`src/hdl/acg_pkg.sv`:
```
// constants and types for the auxiliary clock generator
package acg_pkg;

    // ********************************
    // clock rates
    // ********************************
    localparam int unsigned MCLK_KHZ = 20000;
    localparam int unsigned TICK_KHZ = 256;
    localparam logic [14:0] ACC_STEP = 15'(TICK_KHZ);
    localparam logic [14:0] ACC_WRAP = 15'(MCLK_KHZ - TICK_KHZ);
    localparam logic [14:0] ACC_BACK = 15'(MCLK_KHZ);

    // ********************************
    // bus geometry and answers
    // ********************************
    localparam int unsigned ADDR_W  = 8;
    localparam int unsigned IDX_W   = 6;
    localparam logic [1:0]  RESP_OK = 2'h0;
    localparam logic [1:0]  RESP_ER = 2'h2;

    // ********************************
    // register indices, byte address = 4 x index
    // ********************************
    localparam logic [5:0] IDX_TOSCALE = 6'h14;
    localparam logic [5:0] IDX_RATES   = 6'h15;
    localparam logic [5:0] IDX_CLKEN   = 6'h16;
    localparam logic [5:0] IDX_AIF2    = 6'h1a;
    localparam logic [5:0] IDX_PINFN   = 6'h30;
    localparam logic [5:0] IDX_STATUS  = 6'h31;

    // ********************************
    // field positions
    // ********************************
    localparam int unsigned B_DIV16   = 14;
    localparam int unsigned B_X4      = 13;
    localparam int unsigned B_RATE    = 12;
    localparam int unsigned B_OPEN    = 3;
    localparam int unsigned B_SYSEN   = 2;
    localparam int unsigned B_TOEN    = 0;
    localparam int unsigned B_PINSEL  = 0;
    localparam int unsigned F_OPDIV   = 8;
    localparam int unsigned F_RATIO   = 10;
    localparam int unsigned F_SRATE   = 0;
    localparam int unsigned S_OPLVL   = 0;
    localparam int unsigned S_TOLVL   = 1;
    localparam int unsigned S_OPRUN   = 2;
    localparam int unsigned S_FAM48   = 3;
    localparam int unsigned S_R128    = 4;
    localparam int unsigned S_OPDIV   = 8;

    // ********************************
    // reset values and codes
    // ********************************
    localparam logic [3:0] RATIO_RST  = 4'h3;
    localparam logic [3:0] RATIO_128  = 4'h1;
    localparam logic [2:0] SR_RST     = 3'h5;
    localparam logic [2:0] SR_48K     = 3'h5;
    localparam logic [3:0] OP_DIV1    = 4'h0;
    localparam logic [3:0] OP_DIV_5P5 = 4'h4;
    localparam logic [3:0] OP_DIV_MAX = 4'h8;
    localparam logic [4:0] OP_PER [9] = '{5'h01, 5'h02, 5'h03, 5'h04,
        5'h05, 5'h06, 5'h08, 5'h0c, 5'h10};
    localparam logic [4:0] OP_P55_LO  = 5'h05;
    localparam logic [4:0] OP_P55_HI  = 5'h06;
    localparam logic [14:0] TO_HALF_MIN = 15'h0080;
    localparam logic [14:0] TO_HALF_MAX = 15'h4000;
    localparam logic [14:0] TO_HALF_RST = 15'h0400;

    // ********************************
    // carriers
    // ********************************
    typedef struct packed {
        logic              awvalid;
        logic [ADDR_W-1:0] awaddr;
        logic              wvalid;
        logic [31:0]       wdata;
        logic [3:0]        wstrb;
        logic              bready;
        logic              arvalid;
        logic [ADDR_W-1:0] araddr;
        logic              rready;
    } acg_axi_req_t;

    typedef struct packed {
        logic        awready;
        logic        wready;
        logic        bvalid;
        logic [1:0]  bresp;
        logic        arready;
        logic        rvalid;
        logic [31:0] rdata;
        logic [1:0]  rresp;
    } acg_axi_rsp_t;

    typedef struct packed {
        logic             aw_have;
        logic [IDX_W-1:0] aw_idx;
        logic             w_have;
        logic [15:0]      w_data;
        logic [1:0]       w_strb;
        logic             b_valid;
        logic [1:0]       b_resp;
        logic             r_valid;
        logic [15:0]      r_data;
        logic [1:0]       r_resp;
        logic             to_d16;
        logic             to_x4;
        logic             to_rate;
        logic             gpio_en;
        logic             sys_en;
        logic             to_en;
        logic [3:0]       ratio;
        logic [2:0]       srate;
        logic [3:0]       op_sel;
        logic             pin_sel;
        logic [3:0]       op_div;
        logic [4:0]       op_cnt;
        logic             op_alt;
        logic             op_lvl;
        logic             op_run;
        logic [14:0]      acc;
        logic [14:0]      to_cnt;
        logic [14:0]      to_half;
        logic             to_lvl;
        logic             to_tick;
    } acg_state_t;

endpackage : acg_pkg

```
`src/hdl/acg_top.sv`:
```
// auxiliary clock generator: gpio clock output and timeout clock
//
// What this block does
// - gpio clock output runs only while its enable bit is set; reset off.
// - divider field picks 1,2,3,4,5.5,6,8,12,16; codes above 1000 reserved.
// - pin is driven only when the pin function selects this clock.
// - timeout clock comes from a 256kHz base, only while enabled.
// - timeout clock is the time base for debounce and volume timeout.
// - rate bit zero halves the timeout clock, one leaves it.
// - divide-by-16 bit one divides the timeout clock by sixteen.
// - times-four bit one multiplies the timeout clock by four.
// - timeout periods span 1 ms to 128 ms, doubling per step.
// - rate code 101 is the 48k family, ratio code 0001 is 128.
// - system clock, source of the gpio clock, runs only when enabled.
`timescale 1ns/1ps
module acg_top
    import acg_pkg::*;
(
    // clock and reset
    input  wire logic         mclk_i,
    input  wire logic         arst_n_i,
    // register bus
    input  wire acg_axi_req_t axi_req_i,
    output acg_axi_rsp_t      axi_rsp_o,
    // generated clocks
    output logic              gpio_clock_out_o,
    output logic              timeout_clock_o,
    output logic              timeout_tick_o,
    output logic              system_clock_run_o,
    // gpio pin
    output logic              gpio_pin_o,
    output logic              gpio_pin_oe_o
);

    // ********************************
    // helpers
    // ********************************
    function automatic logic [15:0] reg_rd(acg_state_t s,
                                           logic [IDX_W-1:0] idx);
        logic [15:0] v;
        v = '0;
        unique case (idx)
            IDX_TOSCALE: begin
                v[B_DIV16] = s.to_d16;
                v[B_X4]    = s.to_x4;
            end
            IDX_RATES: begin
                v[F_RATIO+:4] = s.ratio;
                v[F_SRATE+:3] = s.srate;
            end
            IDX_CLKEN: begin
                v[B_RATE]  = s.to_rate;
                v[B_OPEN]  = s.gpio_en;
                v[B_SYSEN] = s.sys_en;
                v[B_TOEN]  = s.to_en;
            end
            IDX_AIF2:  v[F_OPDIV+:4] = s.op_sel;
            IDX_PINFN: v[B_PINSEL] = s.pin_sel;
            IDX_STATUS: begin
                v[S_OPLVL]    = s.op_lvl;
                v[S_TOLVL]    = s.to_lvl;
                v[S_OPRUN]    = s.op_run;
                v[S_FAM48]    = (s.srate == SR_48K);
                v[S_R128]     = (s.ratio == RATIO_128);
                v[S_OPDIV+:4] = s.op_div;
            end
            default: v = '0;
        endcase
        return v;
    endfunction : reg_rd

    function automatic logic reg_hit(logic [IDX_W-1:0] idx);
        return idx inside {IDX_TOSCALE, IDX_RATES, IDX_CLKEN,
                           IDX_AIF2, IDX_PINFN, IDX_STATUS};
    endfunction : reg_hit

    function automatic logic [14:0] to_half_f(logic rate, logic x4,
                                              logic d16);
        return TO_HALF_MIN << {d16, ~x4, ~rate};
    endfunction : to_half_f

    // ********************************
    // state
    // ********************************
    localparam acg_state_t ST_RST = '{ratio: RATIO_RST, srate: SR_RST,
        to_half: TO_HALF_RST, default: '0};

    acg_state_t q;
    acg_state_t d;

    always_comb begin
        logic [15:0] wv;
        logic [3:0]  div_now;
        logic [4:0]  per;
        logic        tick;
        logic        run;
        wv      = '0;
        div_now = q.op_div;
        per     = '0;
        tick    = 1'b0;
        run     = q.gpio_en && q.sys_en;
        d       = q;

        // ********************************
        // bus write
        // ********************************
        if (axi_req_i.awvalid && !q.aw_have && !q.b_valid) begin
            d.aw_have = 1'b1;
            d.aw_idx  = axi_req_i.awaddr[ADDR_W-1:2];
        end
        if (axi_req_i.wvalid && !q.w_have && !q.b_valid) begin
            d.w_have = 1'b1;
            d.w_data = axi_req_i.wdata[15:0];
            d.w_strb = axi_req_i.wstrb[1:0];
        end
        if (q.aw_have && q.w_have) begin
            d.aw_have = 1'b0;
            d.w_have  = 1'b0;
            d.b_valid = 1'b1;
            d.b_resp  = RESP_OK;
            wv = reg_rd(q, q.aw_idx);
            if (q.w_strb[0]) wv[7:0] = q.w_data[7:0];
            if (q.w_strb[1]) wv[15:8] = q.w_data[15:8];
            unique case (q.aw_idx)
                IDX_TOSCALE: begin
                    d.to_d16 = wv[B_DIV16];
                    d.to_x4  = wv[B_X4];
                end
                IDX_RATES: begin
                    d.ratio = wv[F_RATIO+:4];
                    d.srate = wv[F_SRATE+:3];
                end
                IDX_CLKEN: begin
                    d.to_rate = wv[B_RATE];
                    d.gpio_en = wv[B_OPEN];
                    d.sys_en  = wv[B_SYSEN];
                    d.to_en   = wv[B_TOEN];
                end
                IDX_AIF2:  d.op_sel = wv[F_OPDIV+:4];
                IDX_PINFN: d.pin_sel = wv[B_PINSEL];
                default:   d.b_resp = RESP_ER;
            endcase
        end
        if (q.b_valid && axi_req_i.bready) begin
            d.b_valid = 1'b0;
        end

        // ********************************
        // bus read
        // ********************************
        if (axi_req_i.arvalid && !q.r_valid) begin
            d.r_valid = 1'b1;
            d.r_data  = reg_rd(q, axi_req_i.araddr[ADDR_W-1:2]);
            d.r_resp  = reg_hit(axi_req_i.araddr[ADDR_W-1:2]) ?
                        RESP_OK : RESP_ER;
        end else if (q.r_valid && axi_req_i.rready) begin
            d.r_valid = 1'b0;
        end

        // ********************************
        // gpio clock divider
        // ********************************
        d.op_run = run;
        if (!run) begin
            d.op_cnt = '0;
            d.op_lvl = 1'b0;
            d.op_alt = 1'b0;
        end else begin
            if (q.op_cnt == '0) begin
                if (q.op_sel <= OP_DIV_MAX) begin
                    div_now = q.op_sel;
                end
                d.op_div = div_now;
            end
            per = (q.op_alt && div_now == OP_DIV_5P5) ?
                  OP_P55_HI : OP_PER[div_now];
            d.op_lvl = (q.op_cnt < (per >> 1));
            if (q.op_cnt == per - 5'h01) begin
                d.op_cnt = '0;
                d.op_alt = ~q.op_alt;
            end else begin
                d.op_cnt = q.op_cnt + 5'h01;
            end
        end

        // ********************************
        // timeout clock
        // ********************************
        d.to_tick = 1'b0;
        if (!q.to_en) begin
            d.acc     = '0;
            d.to_cnt  = '0;
            d.to_lvl  = 1'b0;
            d.to_half = to_half_f(q.to_rate, q.to_x4, q.to_d16);
        end else begin
            if (q.acc >= ACC_WRAP) begin
                d.acc = q.acc + ACC_STEP - ACC_BACK;
                tick  = 1'b1;
            end else begin
                d.acc = q.acc + ACC_STEP;
            end
            if (tick) begin
                if (q.to_cnt == q.to_half - 15'h0001) begin
                    d.to_cnt = '0;
                    d.to_lvl = ~q.to_lvl;
                    if (!q.to_lvl) begin
                        d.to_tick = 1'b1;
                        d.to_half = to_half_f(q.to_rate, q.to_x4,
                                              q.to_d16);
                    end
                end else begin
                    d.to_cnt = q.to_cnt + 15'h0001;
                end
            end
        end
    end

    always_ff @(posedge mclk_i or negedge arst_n_i) begin
        if (!arst_n_i) begin
            q <= ST_RST;
        end else begin
            q <= d;
        end
    end

    // ********************************
    // outputs
    // ********************************
    always_comb begin
        axi_rsp_o         = '0;
        axi_rsp_o.awready = !q.aw_have && !q.b_valid;
        axi_rsp_o.wready  = !q.w_have && !q.b_valid;
        axi_rsp_o.bvalid  = q.b_valid;
        axi_rsp_o.bresp   = q.b_resp;
        axi_rsp_o.arready = !q.r_valid;
        axi_rsp_o.rvalid  = q.r_valid;
        axi_rsp_o.rdata   = {16'h0000, q.r_data};
        axi_rsp_o.rresp   = q.r_resp;
    end

    // divide by one passes the gated clock itself
    assign gpio_clock_out_o   = (q.op_run && q.op_div == OP_DIV1) ?
                                mclk_i : q.op_lvl;
    assign gpio_pin_o         = gpio_clock_out_o && q.pin_sel;
    assign gpio_pin_oe_o      = q.op_run && q.pin_sel;
    assign timeout_clock_o    = q.to_lvl;
    assign timeout_tick_o     = q.to_tick;
    assign system_clock_run_o = q.sys_en;
endmodule : acg_top

```
`config.mk`:
```
export PLATFORM = sky130hd
export DESIGN_NAME = acg_top
export DESIGN_NICKNAME = d
export VERILOG_FILES = /design/src/hdl/acg_pkg.sv /design/src/hdl/acg_top.sv
export SDC_FILE = /design/constraint.sdc
export NUM_CORES = 1
export LEC_CHECK = 0
export BUFFER_PORTS_ARGS = -buffer_cell sky130_fd_sc_hd__buf_2
export CAP_MARGIN = 20
export CORE_MARGIN = 2
export CORE_UTILIZATION = 50
export DETAILED_ROUTE_END_ITERATION = 7
export PLACE_DENSITY = 0.76
export SYNTH_ARGS = -nofsm -noshare
export SYNTH_HDL_FRONTEND = slang
export SYNTH_SLANG_ARGS = --single-unit
export TNS_END_PERCENT = 30
```
`constraint.sdc`:
```
create_clock -name mclk_i -period 5.1 [get_ports mclk_i]
set_input_delay 0.51 -clock mclk_i [delete_from_list [all_inputs] [get_ports mclk_i]]
set_output_delay 0.51 -clock mclk_i [all_outputs]
set_load 0.005 [all_outputs]
```
==> run metrics <==
failing checks hold timing; I/O pin cnt 106; ANT cells 0; Synth cell types 63; vias in the first global route 4428; reg2reg start q[51]$_DFF_PN0_; post-synth top area share 42.0%; CP Class clk2out; DR pass1 iterations 5; dpl hpwl 8790 um; Crit path top cell by count clkbuf_16; Finished Cell Area 6500 sq um; dpl ws 1540 ps; worst-path fanout max 2; Clock Pin Slew Worst Setup and Hold Paths 70 ps; Synth Area in Compound Gates 13.4%; Post-synth EDFFs 0; asr flop ratio synth 100%; vias per std cell 5.71; Leak 3.02 nW; die height 112 um; global-route wire length before repair 21000 um; Remaining Overflow, GRT 0; largest net degree at the start of global routing 68; Synth Area in XOR/XNOR 3.48%; #FFs+latches synth 102; Nets 701; Startpoint Class clock port; crit-path max cell delay 270 ps; crit end category output pin; Initial Util 50.9%; share of cells above drive strength 1 21.4%; pwr/cell area 427 nW/um^2; WP data arrival 4020 ps; Post-Syn Area 5790 sq um; Fin Setup TNS 0 ps; area delta synth->final 12.4%; GRT Resource Usage Total 21.2%; initial antenna violation count 0; crit path to gpio_pin_o; Ys Warns 0; R2R Path End q[49]$_DFFE_PN0P_; final setup fails 0; most used flip-flop cell after synthesis dfrtp_1; HP Class in2async; max cap viols 0; clock latency on the worst-skew pair 460 ps; port bufs 56; fin. max-slew vios 0; R2R depth 10; adder-cell area share of the yosys netlist 2.60%; final hold violations 26; Die W 112 um; R2R Setup Slk 1990 ps; Post-Synth Simple-Gate Area 19.2%; Cells after Synth 591; # hold bufs at CTS 0; die area 12400 sq um; drt wl/cell 15.7 um; top post-synthesis cells by area dfrtp_1 (42%), mux2_2 (7.6%), buf_4 (4.9%); post-route ant nets 0; placed cell area 5970 sq um; sequential area share after synthesis 44.2%; worst slew pin tran 821 ps; detailed-route via count 4445; post-layout total power 0.00278 W; core area 11400 sq um; worst path cell trace clkbuf_16 > clkbuf_16 > clkbuf_16 > clkbuf_16 > clkbuf_16 > mux2_2 > clkbuf_16 > clkbuf_16 > and2_1 > buf_2; Initial DRC Count 249; Post-CTS Setup Repair Bufs 0; Rel. slew slack 45.2%; GPL Wtd Cong 0.891; post-synth top area cell dfrtp_1; final WL 12200 um; worst clock skew 5.67 ps; # rows 39; main combinational cell family by area after synthesis simple AND/OR/NAND/NOR gates; CTS tree yes; post-CTS resize count 0; status finished, violations left; Fillers 978; mux cell area share after synthesis 9.15%; hold_ws -20.4 ps; VDD IR max 0.000369 V; RSZ-0062 raised after global routing no; WP data required 4590 ps; slowest CP cell mux2_2; crit path launch mclk_i; DRC viols 0; syn avg cell area 9.79 sq um; post-route setup slack 571 ps
cells by family after synthesis:
family / after synthesis
AOI/OAI and AO/OA: 116
other: 1
DFF: 102
adders and majority gates: 12
and+or+nand+nor: 209
xor gates and xnor gates: 23
muxes: 48
buffers and inverters: 80
Yosys cell counts, types with 7 or more instances:
cell type and instances:
a21oi_1 22, clkbuf_1 19, nand4_1 9, mux2_2 39, a31oi_1 14, inv_1 19, ha_1 12, buf_4 38
nor3_1 14, dfrtp_1 97, and3_1 12, mux2i_1 9, and2_1 15, o21ai_0 32, nand2_1 52, nor2_1 36
nand2b_1 13, xnor2_1 13, nand3_1 16, xor2_1 10, a222oi_1 7, nor3b_1 8
layout by cell type (no fill, tap or decap), drive strengths merged, types with 14 or more instances in the layout:
cell type / n
inv: 21
dfrtp: 97
nor3: 14
a31oi: 14
and2: 15
clkbuf: 21
nor2: 37
nand2: 52
conb: 22
o21ai: 35
a21oi: 22
mux2: 39
nand3: 16
buf: 59
final cells by class:
type,count,area [sq um],area share (%)
multi-input combinational,430,2850,43.9
sequential,102,2560,39.3
clock buffer,23,482,7.41
timing repair buffer,57,295,4.54
tap,143,179,2.75
inverter,19,71.3,1.10
clock inverter,5,66.3,1.02
report_power, final:
| group | internal [W] | total (W) | switching, W |
|---|---|---|---|
| combinational | 0.000320 | 0.000646 | 0.000326 |
| clock | 0.000601 | 0.000956 | 0.000355 |
| sequential | 0.000972 | 0.00117 | 0.000203 |
worst max-delay path, delay by kind of cell:
| family | cells | cell delay, ps |
|---|---|---|
| buffers and inverters | 8 | 1040 |
| muxes | 1 | 270 |
| and+or+nand+nor | 1 | 140 |
metal layers:
metal | part of all wire [%] | global-route usage, % | routed length, um
met3 | 5.5 | 6.91 | 675
met2 | 49 | 33.5 | 5970
met5 | 0 | 0 | 0
met1 | 43 | 26.5 | 5290
met4 | 2.2 | 9.79 | 265
flip-flops by register name, indices dropped and copies added (netlist names):
| signal | flops |
|---|---|
| q | 83 |
| axi_rsp_o | 16 |
| system_clock_run_o | 1 |
| timeout_clock_o | 1 |
| timeout_tick_o | 1 |
per-stage QoR:
| step | utilization (%) | instances | hold slack [ps] |
|---|---|---|---|
| 4_1_cts | 57.2 | 779 | 1.73 |
| 2_1_floorplan | - | 612 | 214 |
| 5_1_grt | 57.2 | 779 | 21.5 |
| 3_5_place_dp | 52.5 | 753 | 472 |
| 6_report | 57.2 | 779 | -20.4 |
| 3_3_place_gp | 52.5 | 753 | 468 |
how the worst min path moves through the flow:
stage                     slack (ps)                   endpoint                     start  cells past startpoint
after global routing              20  axi_rsp_o[34]$_DFFE_PN0P_                  arst_n_i                      1
after global placement           470   axi_rsp_o[6]$_DFFE_PN0P_  axi_rsp_o[6]$_DFFE_PN0P_                      2
after detailed placement         470   axi_rsp_o[6]$_DFFE_PN0P_  axi_rsp_o[6]$_DFFE_PN0P_                      2
after CTS                          2  axi_rsp_o[34]$_DFFE_PN0P_                  arst_n_i                      1
after floorplan                  210  axi_rsp_o[10]$_DFFE_PN0P_                  arst_n_i                      0
final                            -20  axi_rsp_o[34]$_DFFE_PN0P_                  arst_n_i                      1
Power figures use the tool's default switching activity.
